===== config.mk =====
export PLATFORM = sky130hd
export DESIGN_NAME = dsa_channel
export DESIGN_NICKNAME = d
export VERILOG_FILES = /design/src/inc/dsa_pkg.sv /design/src/dsa_channel.sv /design/src/dsa_cfg_check.sv /design/src/dsa_addr_walk.sv
export SDC_FILE = /design/constraint.sdc
export NUM_CORES = 1
export LEC_CHECK = 0
export BUFFER_PORTS_ARGS = -buffer_cell sky130_fd_sc_hd__buf_2
export CAP_MARGIN = 20
export CORE_ASPECT_RATIO = 0.9
export CORE_MARGIN = 10
export CORE_UTILIZATION = 53
export DETAILED_ROUTE_END_ITERATION = 10
export GPL_TIMING_DRIVEN = 0
export HOLD_SLACK_MARGIN = 0.1
export PLACE_DENSITY = 0.72
export SYNTH_ARGS = -nofsm -noshare
export SYNTH_HDL_FRONTEND = slang
export SYNTH_SLANG_ARGS = --single-unit

===== constraint.sdc =====
create_clock -name REF_CLK_I -period 17.4 [get_ports REF_CLK_I]
set_input_delay 1.74 -clock REF_CLK_I [delete_from_list [all_inputs] [get_ports REF_CLK_I]]
set_output_delay 1.74 -clock REF_CLK_I [all_outputs]
set_load 0.02 [all_outputs]

===== src/inc/dsa_pkg.sv =====
package dsa_pkg;
	// ==========================================================
	// Bus and register map
	localparam int DSA_ADDR_W = 8;
	localparam logic [7:0] OFS_CTRL = 8'h00;
	localparam logic [7:0] OFS_SRC_ADDR = 8'h04;
	localparam logic [7:0] OFS_SRC_INC = 8'h08;
	localparam logic [7:0] OFS_DST_ADDR = 8'h0C;
	localparam logic [7:0] OFS_DST_INC = 8'h10;
	localparam logic [7:0] OFS_COUNT = 8'h14;
	localparam logic [7:0] OFS_FILL_LO = 8'h18;
	localparam logic [7:0] OFS_FILL_HI = 8'h1C;
	localparam logic [7:0] OFS_STATUS = 8'h20;
	localparam logic [7:0] OFS_INT_EN = 8'h24;
	localparam logic [7:0] OFS_INT_CLR = 8'h28;

	// ==========================================================
	// Control register fields
	localparam int CTRL_START = 0;
	localparam int CTRL_SNG = 1;
	localparam int CTRL_DIR = 2;
	localparam int CTRL_EXT = 3;
	localparam int CTRL_BURST = 4;
	localparam int CTRL_SIZE_LSB = 5;
	localparam int CTRL_SIZE_MSB = 7;

	// ==========================================================
	// Status register fields; bits 1:0 are sticky events
	localparam int STAT_CFG_ERR = 0;
	localparam int STAT_DONE = 1;
	localparam int STAT_ACTIVE = 2;
	localparam int EVT_W = 2;

	// ==========================================================
	// Reset values and increment limits
	localparam logic [7:0] RST_CTRL = 8'h00;
	localparam logic [31:0] RST_WORD = 32'h0000_0000;
	localparam logic [EVT_W-1:0] RST_EVT = 2'h0;
	localparam logic [31:0] INC_POS8 = 32'h0000_0008;
	localparam logic [31:0] INC_NEG8 = 32'hFFFF_FFF8;

	typedef enum {DSA_IDLE, DSA_CHECK, DSA_ISSUE, DSA_WAIT} dsa_state_e;

	// Low address bits that must follow the transfer size
	function automatic logic [2:0] dsa_size_mask(input logic [2:0] size);
		case (size)
			3'h0: dsa_size_mask = 3'h0;
			3'h1: dsa_size_mask = 3'h1;
			3'h2: dsa_size_mask = 3'h3;
			default: dsa_size_mask = 3'h7;
		endcase
	endfunction

	function automatic logic [31:0] dsa_size_bytes(input logic [2:0] size);
		dsa_size_bytes = {29'h0, dsa_size_mask(size)} + 32'h1;
	endfunction
endpackage


===== src/dsa_channel.sv =====
`timescale 1ns/10ps
module dsa_channel import dsa_pkg::*; (
	input wire logic REF_CLK_I,
	input wire logic RST_I,
	input wire logic PSEL_I,
	input wire logic PENABLE_I,
	input wire logic PWRITE_I,
	input wire logic [DSA_ADDR_W-1:0] PADDR_I,
	input wire logic [31:0] PWDATA_I,
	output logic [31:0] PRDATA_O,
	output logic PREADY_O,
	output logic PSLVERR_O,
	input wire logic IO_REQ_I,
	output logic IO_ACK_O,
	output logic MEM_REQ_O,
	output logic MEM_WR_O,
	output logic [31:0] MEM_ADDR_O,
	output logic [63:0] MEM_WDATA_O,
	input wire logic MEM_RDY_I,
	output logic IRQ_O
);
	// ==========================================================
	// Register bus decode
	wire acc = PSEL_I && PENABLE_I;
	wire setup = PSEL_I && !PENABLE_I;
	wire wr = acc && PWRITE_I;
	wire sel_ctrl = (PADDR_I == OFS_CTRL);
	wire sel_src = (PADDR_I == OFS_SRC_ADDR);
	wire sel_inc = (PADDR_I == OFS_SRC_INC);
	wire sel_dst = (PADDR_I == OFS_DST_ADDR);
	wire sel_dinc = (PADDR_I == OFS_DST_INC);
	wire sel_cnt = (PADDR_I == OFS_COUNT);
	wire sel_flo = (PADDR_I == OFS_FILL_LO);
	wire sel_fhi = (PADDR_I == OFS_FILL_HI);
	wire sel_stat = (PADDR_I == OFS_STATUS);
	wire sel_ien = (PADDR_I == OFS_INT_EN);
	wire sel_iclr = (PADDR_I == OFS_INT_CLR);
	wire mapped = sel_ctrl || sel_src || sel_inc || sel_dst || sel_dinc || sel_cnt
		|| sel_flo || sel_fhi || sel_stat || sel_ien || sel_iclr;

	// ==========================================================
	// Registers
	dsa_state_e state_ff;
	dsa_state_e nxt_state;
	logic [7:0] ctrl_ff;
	logic [31:0] src_ff;
	logic [31:0] inc_ff;
	logic [31:0] dst_ff;
	logic [31:0] dinc_ff;
	logic [31:0] cnt_ff;
	logic [63:0] fill_ff;
	logic [EVT_W-1:0] evt_ff;
	logic [EVT_W-1:0] ien_ff;
	logic [31:0] rdata_ff;
	logic req_ff;
	logic wr_ff;
	logic ack_ff;
	logic [31:0] maddr_ff;
	logic [63:0] mwdata_ff;
	logic [2:0] ioreq_sync_ff;
	logic ioreq_ff;

	wire busy = (state_ff != DSA_IDLE);
	// Settings other than the interrupt enables are frozen while a transfer runs so the checked values stay valid
	wire cfg_wr = wr && !busy;
	wire start = cfg_wr && sel_ctrl && PWDATA_I[CTRL_START];
	wire sng = ctrl_ff[CTRL_SNG];
	wire dir = ctrl_ff[CTRL_DIR];
	wire ext = ctrl_ff[CTRL_EXT];
	wire [2:0] size = ctrl_ff[CTRL_SIZE_MSB:CTRL_SIZE_LSB];
	wire fill_mode = sng && !ext && !dir;
	wire chk_err;
	wire [31:0] walk_addr;
	wire walk_last;
	wire beat_done = (state_ff == DSA_WAIT) && MEM_RDY_I;
	wire ready_to_issue = !ext || ioreq_ff;
	wire chk_pass = (state_ff == DSA_CHECK) && !chk_err;
	wire chk_fail = (state_ff == DSA_CHECK) && chk_err;
	wire issue = (state_ff == DSA_ISSUE) && ready_to_issue;

	// ==========================================================
	// Restriction check and address walk
	dsa_cfg_check u_check (
		.sng_i(sng),
		.dir_i(dir),
		.burst_i(ctrl_ff[CTRL_BURST]),
		.size_i(size),
		.src_low_i(src_ff[2:0]),
		.src_inc_i(inc_ff),
		.count_i(cnt_ff),
		.cfg_err_o(chk_err)
	);

	// Only the source address feeds the walk; destination registers stay unused
	dsa_addr_walk u_walk (
		.REF_CLK_I(REF_CLK_I),
		.RST_I(RST_I),
		.load_i(chk_pass),
		.step_i(beat_done),
		.base_i(src_ff),
		.inc_i(inc_ff),
		.count_i(cnt_ff),
		.size_i(size),
		.addr_o(walk_addr),
		.last_o(walk_last)
	);

	// ==========================================================
	// Sequencer
	always_comb begin
		nxt_state = state_ff;
		case (state_ff)
			DSA_IDLE: begin
				// Only single-address starts are handled here
				if (start && PWDATA_I[CTRL_SNG]) begin
					nxt_state = DSA_CHECK;
				end
			end
			DSA_CHECK: begin
				// Verdict before any bus cycle, so no partial transfer
				nxt_state = chk_err ? DSA_IDLE : DSA_ISSUE;
			end
			DSA_ISSUE: begin
				if (ready_to_issue) begin
					nxt_state = DSA_WAIT;
				end
			end
			DSA_WAIT: begin
				if (MEM_RDY_I) begin
					nxt_state = walk_last ? DSA_IDLE : DSA_ISSUE;
				end
			end
			default: nxt_state = DSA_IDLE;
		endcase
	end

	always_ff @(posedge REF_CLK_I or posedge RST_I) begin
		if (RST_I) begin
			state_ff <= DSA_IDLE;
		end else begin
			state_ff <= nxt_state;
		end
	end

	// ==========================================================
	// Configuration registers; start bit is not stored
	always_ff @(posedge REF_CLK_I or posedge RST_I) begin
		if (RST_I) begin
			ctrl_ff <= RST_CTRL;
			src_ff <= RST_WORD;
			inc_ff <= RST_WORD;
			dst_ff <= RST_WORD;
			dinc_ff <= RST_WORD;
			cnt_ff <= RST_WORD;
			fill_ff <= {RST_WORD, RST_WORD};
			ien_ff <= RST_EVT;
		end else begin
			if (cfg_wr && sel_ctrl) ctrl_ff <= {PWDATA_I[7:1], 1'b0};
			if (cfg_wr && sel_src) src_ff <= PWDATA_I;
			if (cfg_wr && sel_inc) inc_ff <= PWDATA_I;
			if (cfg_wr && sel_dst) dst_ff <= PWDATA_I;
			if (cfg_wr && sel_dinc) dinc_ff <= PWDATA_I;
			if (cfg_wr && sel_cnt) cnt_ff <= PWDATA_I;
			if (cfg_wr && sel_flo) fill_ff[31:0] <= PWDATA_I;
			if (cfg_wr && sel_fhi) fill_ff[63:32] <= PWDATA_I;
			if (wr && sel_ien) ien_ff <= PWDATA_I[EVT_W-1:0];
		end
	end

	// ==========================================================
	// Sticky events; a set in the clearing cycle wins
	wire [EVT_W-1:0] evt_set = {beat_done && walk_last, chk_fail};
	wire [EVT_W-1:0] evt_clr = (wr && sel_iclr) ? PWDATA_I[EVT_W-1:0] : RST_EVT;

	always_ff @(posedge REF_CLK_I or posedge RST_I) begin
		if (RST_I) begin
			evt_ff <= RST_EVT;
		end else begin
			evt_ff <= (evt_ff & ~evt_clr) | evt_set;
		end
	end

	assign IRQ_O = |(evt_ff & ien_ff);

	// ==========================================================
	// Read path: data latched in setup, presented in access
	wire [31:0] rd_mux = sel_ctrl ? {24'h0, ctrl_ff}
		: sel_src ? src_ff
		: sel_inc ? inc_ff
		: sel_dst ? dst_ff
		: sel_dinc ? dinc_ff
		: sel_cnt ? cnt_ff
		: sel_flo ? fill_ff[31:0]
		: sel_fhi ? fill_ff[63:32]
		: sel_stat ? {29'h0, busy, evt_ff}
		: sel_ien ? {30'h0, ien_ff}
		: RST_WORD;

	always_ff @(posedge REF_CLK_I or posedge RST_I) begin
		if (RST_I) begin
			rdata_ff <= RST_WORD;
		end else if (setup) begin
			rdata_ff <= rd_mux;
		end
	end

	assign PRDATA_O = rdata_ff;
	assign PREADY_O = acc;
	assign PSLVERR_O = acc && !mapped;

	// ==========================================================
	// External request pin: three stages, change once the last two agree
	always_ff @(posedge REF_CLK_I or posedge RST_I) begin
		if (RST_I) begin
			ioreq_sync_ff <= 3'h0;
			ioreq_ff <= 1'b0;
		end else begin
			ioreq_sync_ff <= {ioreq_sync_ff[1:0], IO_REQ_I};
			if (ioreq_sync_ff[1] == ioreq_sync_ff[2]) ioreq_ff <= ioreq_sync_ff[2];
		end
	end

	// ==========================================================
	// Memory cycle outputs, held until the memory answers
	always_ff @(posedge REF_CLK_I or posedge RST_I) begin
		if (RST_I) begin
			req_ff <= 1'b0;
			wr_ff <= 1'b0;
			ack_ff <= 1'b0;
			maddr_ff <= RST_WORD;
			mwdata_ff <= {RST_WORD, RST_WORD};
		end else if (issue) begin
			req_ff <= 1'b1;
			wr_ff <= !dir;
			ack_ff <= ext;
			maddr_ff <= walk_addr;
			// Fly-by writes take data from the I/O device; fill drives its own
			mwdata_ff <= fill_mode ? fill_ff : {RST_WORD, RST_WORD};
		end else if (beat_done) begin
			req_ff <= 1'b0;
			ack_ff <= 1'b0;
		end
	end

	assign MEM_REQ_O = req_ff;
	assign MEM_WR_O = wr_ff;
	assign MEM_ADDR_O = maddr_ff;
	assign MEM_WDATA_O = mwdata_ff;
	assign IO_ACK_O = ack_ff;

	wire [2:0] first_mask = inc_ff[31] ? dsa_size_mask(size) : 3'h0;
endmodule // dsa_channel


===== src/dsa_cfg_check.sv =====
`timescale 1ns/10ps
module dsa_cfg_check import dsa_pkg::*; (
	input wire logic sng_i,
	input wire logic dir_i,
	input wire logic burst_i,
	input wire logic [2:0] size_i,
	input wire logic [2:0] src_low_i,
	input wire logic [31:0] src_inc_i,
	input wire logic [31:0] count_i,
	output logic cfg_err_o
);
	// ==========================================================
	// Restriction terms
	wire [2:0] mask = dsa_size_mask(size_i);
	wire inc_neg = src_inc_i[31];
	wire inc_zero = (src_inc_i == RST_WORD);
	wire burst_bad = burst_i && !(inc_zero || src_inc_i == INC_POS8 || src_inc_i == INC_NEG8);
	// Zero increment only legal when memory is read toward the device
	wire zero_bad = inc_zero && !dir_i;
	// Negative walk expects the low bits complemented
	wire align_bad = inc_neg ? ((src_low_i & mask) != mask) : ((src_low_i & mask) != 3'h0);
	wire count_bad = ((count_i[2:0] & mask) != 3'h0) || (count_i == RST_WORD);

	assign cfg_err_o = sng_i && (burst_bad || zero_bad || align_bad || count_bad);
endmodule // dsa_cfg_check


===== src/dsa_addr_walk.sv =====
`timescale 1ns/10ps
module dsa_addr_walk import dsa_pkg::*; (
	input wire logic REF_CLK_I,
	input wire logic RST_I,
	input wire logic load_i,
	input wire logic step_i,
	input wire logic [31:0] base_i,
	input wire logic [31:0] inc_i,
	input wire logic [31:0] count_i,
	input wire logic [2:0] size_i,
	output logic [31:0] addr_o,
	output logic last_o
);
	// ==========================================================
	// Address and remaining byte count
	logic [31:0] addr_ff;
	logic [31:0] cnt_ff;
	wire [31:0] beat = dsa_size_bytes(size_i);
	wire [31:0] nxt_addr = load_i ? base_i : (step_i ? addr_ff + inc_i : addr_ff);
	wire [31:0] nxt_cnt = load_i ? count_i : (step_i ? cnt_ff - beat : cnt_ff);

	always_ff @(posedge REF_CLK_I or posedge RST_I) begin
		if (RST_I) begin
			addr_ff <= RST_WORD;
			cnt_ff <= RST_WORD;
		end else begin
			addr_ff <= nxt_addr;
			cnt_ff <= nxt_cnt;
		end
	end

	// Undo the complemented low bits so the bus sees the true beat address
	assign addr_o = inc_i[31] ? (addr_ff ^ {29'h0, dsa_size_mask(size_i)}) : addr_ff;
	assign last_o = (cnt_ff <= beat);
endmodule // dsa_addr_walk


* Yosys cells after proc, flatten, opt, wreduce, memory -nomap -nowiden
Index checks and enable logic that the tools add are counted.
** Word-level totals
- Bits in registers :: 466
- Bits in latches :: 0
- Bits in writable memories :: 0
- Memory bits (read-only) :: 0
- Input bits :: 47
- Output and inout port bits :: 134
- Word-level logic and storage cells :: 148
- Memories kept :: 0
** Cells by class
- Add/sub/neg operators :: 3
- $mul :: 0
- Div/mod/pow operators :: 0
- Magnitude comparators :: 1
- Equality and inequality tests :: 25
- Shift operators :: 0
- Mux-type cells :: 28
- Bitwise operators :: 7
- Reductions and logical operators :: 63
** Operators by type and width (number)
- $mux 32 :: 16
- $pmux 32 s4 :: 1
- $eq 32x2->1 const B :: 3
- $logic_not 32->1 :: 3
- $eq 32x3->1 const B :: 2
- $mux 64 :: 1
- $add 32x32->32 :: 1
- $eq 32x1->1 const B :: 1
- $eq 32x32->1 const B :: 1
- $eq 32x4->1 const B :: 1
- $eq 8x5->1 const B :: 4
- $le 32x32->1 :: 1
- $reduce_bool 32->1 :: 1
- $sub 32x32->32 :: 1
- $xor 32x3->32 :: 1
- $logic_and 1x1->1 :: 27
- $eq 8x6->1 const B :: 3
- $logic_or 1x1->1 :: 17
- $eq 8x4->1 const B :: 2
- $pmux 3 s3 :: 1
- $eq 8x3->1 const B :: 1
- $logic_not 8->1 :: 1
- $mux 2 :: 4
- $logic_not 1->1 :: 7
- other kinds (17) :: 26

* Depth between registers and ports, before layout
- Word-level depth :: 13
- Mapped depth :: 15
- Gate-level depth less buffers :: 13

* By module
Synthesis repeated with hierarchy kept, for this count alone.
** Unflattened totals
- Cells, all modules :: 1919
- Area, all modules :: 21575.7 um2
** Modules (own cells, without submodules)
- dsa_channel :: instances 1, cells each 1256, area each 16116.7 um2, sequential area each 9308.9 um2
- dsa_addr_walk :: instances 1, cells each 612, area each 5113.7 um2, sequential area each 1601.5 um2
- dsa_cfg_check :: instances 1, cells each 51, area each 345.3 um2, sequential area each 0.0 um2

* Least setup slack after synthesis
OpenSTA, ideal clock, no wires.
- Kind :: input to output
- Start :: in PADDR_I[2]
- End :: out PSLVERR_O
- Data arrival time :: 3.726 ns
- Data required time :: 15.660 ns
- Setup slack :: 11.934 ns
- Stages on the path :: 6
- Buffers on the path :: 3
- Cells stage by stage :: clkbuf_1 > clkbuf_1 > buf_1 > nor3_1 > nand3b_1 > nor4_1
** Between the ends
- Word-level cells in the longest chain between the ends :: 13
- Elaborated cells on any way between the ends :: 23
** Ends and longest elaborated chain
- start, declared :: line dsa_channel.sv:8 : input wire logic [DSA_ADDR_W-1:0] PADDR_I,
- $eq 8x3->1 or $logic_not 8->1 (tied branches) :: line dsa_channel.sv:28, dsa_channel.sv:27
- $logic_or 1x1->1 (5 in series) :: line dsa_channel.sv:38 : wire mapped = sel_ctrl || sel_src || sel_inc || sel_dst || sel_dinc || sel_cnt
- $logic_or 1x1->1 (4 in series) :: line dsa_channel.sv:39 : || sel_flo || sel_fhi || sel_stat || sel_ien || sel_iclr;
- $logic_or 1x1->1 * :: line dsa_channel.sv:39
- $logic_not 1->1 * :: line dsa_channel.sv:209 : assign PSLVERR_O = acc && !mapped;
- $logic_and 1x1->1 * :: line dsa_channel.sv:209
- end, declared :: line dsa_channel.sv:12 : output logic PSLVERR_O,
Every way passes the cells marked *; elsewhere a longest branch is shown, timed or not.

* Worst setup path after layout
- Start :: in PADDR_I[7]
- End :: out PSLVERR_O
Same word-level chain as after synthesis.

==> flow_summary_export.csv <==
group,metric,value,unit
run_status,status,"complete, no violations",
flow_run,cap_violations,0,
cells_and_area,nNetsFinal,2021,
sta,setup_violations,0,
floorplan,start_util,0.533,
placed_design,place_ws,11250,ps
clock_network,root_buffer,"clkbuf_16",
clock_network,clockBufferDepth,3,
synth,yosysSeqAreaShare,0.536,
power,p_leak,11.6,nW
clock_network,cts_buffers,46,
cells_and_area,area_delta_synth_final,16.1,%
synth,yosysUniqueCellTypes,74,
clock_network,clock-sinks,436,
synth,yosys_most_used_dff,"dfrtp_1",
cells_and_area,drive_gt1_frac,0.297,
sta,finalCritPeriodShare,0.361,
placed_design,gp_congestion,0.981,
worst_setup_path,reg2reg_slack,13620,ps
floorplan,die_y,206,um
clock_network,clk_latency,580,ps
cells_and_area,utilization,0.619,
power,power_density,104,nW/um^2
global_route,grt_pass1_vias,16000,
cells_and_area,n_fill_cell,3056,
sta,skew,18.6,ps
clock_network,h-tree-depth,2,
global_route,grt_overflow,0,
global_route,grt_antenna_before_repair,2,
clock_network,clk_pin_slew,60,ps
worst_setup_path,worstSetupPathType,"input pin to output port",
drt,detail_route.first_pass.iterations,6,
drt,wire_per_inst,26.7,um
worst_setup_path,rr_worst_depth,10,
worst_setup_path,critPathCaptureType,"output port",
placed_design,dp_hpwl,47.3,mm
hold_path,hold-path-cell-count,0,
hold_path,hp-class,"register to register",
drt,drt_iter0_markers,1495,
synth,syn-num-nets,1790,
synth,synth-seq-cells,436,
worst_setup_path,worstPathArrival,4550,ps
synth,yosysTopAreaCell,"dfrtp_1",
synth,syn_avg_cell_area,11.9,um^2
global_route,grt_pass1_wl,98.8,mm
global_route,grt_use_total,0.281,
synth,synth_commonest_cells,"436 x dfrtp_1, 286 x mux2_2, 130 x o21ai_0",
clock_network,cts_resized,0,
sta,worstMarginPinSlew,1190,ps
synth,synth_area_leaders,"dfrtp_1 54%, mux2_2 16%, o21ai_0 3.2%, a22o_1 3.1%, ha_1 2.1%",
worst_setup_path,cp_max_fo,10,
synth,synth.top_cell.area_share,0.536,
drt,vias,15700,
synth,yosysMostFrequentCell,"dfrtp_1",
synth,yosysWarnings,0,
worst_setup_path,required,15660,ps
sta,max_freq,159,MHz
clock_network,postCtsHoldBufs,0,
synth,synthCells,1706,
clock_network,cts_setup_buffers,0,
power,total_power,0.00246,W
floorplan,die_x,227,um
clock_network,cts_tree,"done",
sta,hold_violations,0,
cells_and_area,fin_cells,2464,
synth,syn_area,20400,um^2
floorplan,ioPinCount,181,
placed_design,dpl.cell_count,2379,
sta,finalWorstPathRequiredPeriod,6290,ps
sta,fin_ws,11110,ps
floorplan,die_area,46700,um^2
drt,drc,0,
power,ir_drop,71.6,uV
floorplan,core_area,38200,um^2
sta,slew_headroom,0.204,
worst_setup_path,cp-start-kind,"input pin",
drt,wirelength,65.8,mm
sta,rsz0062_at_grt,"false",
drt,vias_per_cell,6.38,
global_route,grt_max_degree,133,
drt,antenna_left,0,
cells_and_area,num_antenna_cells,0,
synth,ys_async_sr_fraction,1.00,
synth,synth-edff-count,0,
sta,finalMaxSlewViolations,0,
floorplan,rows,68,
placed_design,portBuffers,178,
## worst max-delay path, cell delays in order
cell and delay, ps:
buf_2 100, nor3_1 370, nand2b_1 210, nor2_1 180
clkbuf_1 680, clkbuf_1 830, nor4_1 200, buf_2 230
## flip-flops by register name, indices dropped and copies added (netlist names), 2 cells and up
register / flops
evt_ff: 2
ioreq_sync_ff: 3
ctrl_ff: 7
MEM_WDATA_O: 64
fill_ff: 64
dinc_ff: 32
u_walk.addr_ff: 32
src_ff: 32
PRDATA_O: 32
u_walk.cnt_ff: 32
MEM_ADDR_O: 32
ien_ff: 2
state_ff: 2
dst_ff: 32
inc_ff: 32
cnt_ff: 32
## power breakdown
group | total (W) | internal, W | switching, W
Clock | 0.00106 | 0.000642 | 0.000420
Combinational | 0.000327 | 0.0000975 | 0.000229
Sequential | 0.00107 | 0.00104 | 0.0000292
## area by class of cell
type | count | area (um^2) | area share
multi-input cells | 1151 | 9000 | 0.381
flip-flops and latches | 436 | 10900 | 0.461
clock inverters | 21 | 275 | 0.0116
clock buffers | 64 | 1370 | 0.0580
well taps | 490 | 613 | 0.0259
plain buffers | 96 | 383 | 0.0162
inverters | 23 | 93.8 | 0.00397
repair buffers | 183 | 996 | 0.0421
## routing by layer
metal	vias to the layer above	track usage	share of wire
met3	140	0.0800	0.092
met4	2	0.0986	0.034
met1	8075	0.378	0.43
met2	685	0.429	0.45
met5	-	0	0.000076
li1	6830	-	-
## stage by stage
stage | hold WS [ps] | area [um^2] | TNS (ps)
after floorplan | 331 | 20400 | 0
after CTS | 375 | 23600 | 0
after detailed placement | 365 | 22000 | 0
final | 371 | 23600 | 0
after global placement | 371 | 21900 | -374140
after global routing | 376 | 23600 | 0
## layout by cell type, fill, tap and decap left out, types with 23 or more instances in the layout
master,n
a21oi_1,41
a221oi_1,25
a22o_1,72
a22oi_1,40
buf_2,190
clkbuf_1,75
clkbuf_16,49
dfrtp_1,436
ha_1,35
mux2_2,286
mux2i_1,40
nand2_1,115
nor2_1,72
nor3_1,24
nor4_1,23
o21ai_0,130
## final timing paths
kind | startpoint | to
max in group asynchronous | RST_I | fill_ff[25]
worst max register to register | inc_ff[1] | u_walk.addr_ff[14]
worst min-delay path | ioreq_sync_ff[0] | ioreq_sync_ff[1]
min in group asynchronous | RST_I | MEM_WDATA_O[44]
worst max-delay path | PADDR_I[7] | PSLVERR_O
worst min register to register | ioreq_sync_ff[0] | ioreq_sync_ff[1]
## logic make-up after synthesis
family                   after synthesis  synth area share
AO/OA/AOI/OAI                        413             0.141
XOR/XNOR                              41            0.0176
adder cells (fa/ha/maj)               38            0.0240
buffers and inverters                119            0.0230
flip-flops                           436             0.536
multiplexers                         326             0.178
AND/OR/NAND/NOR                      333            0.0807
Note: power is estimated with default switching activity, not from simulation.
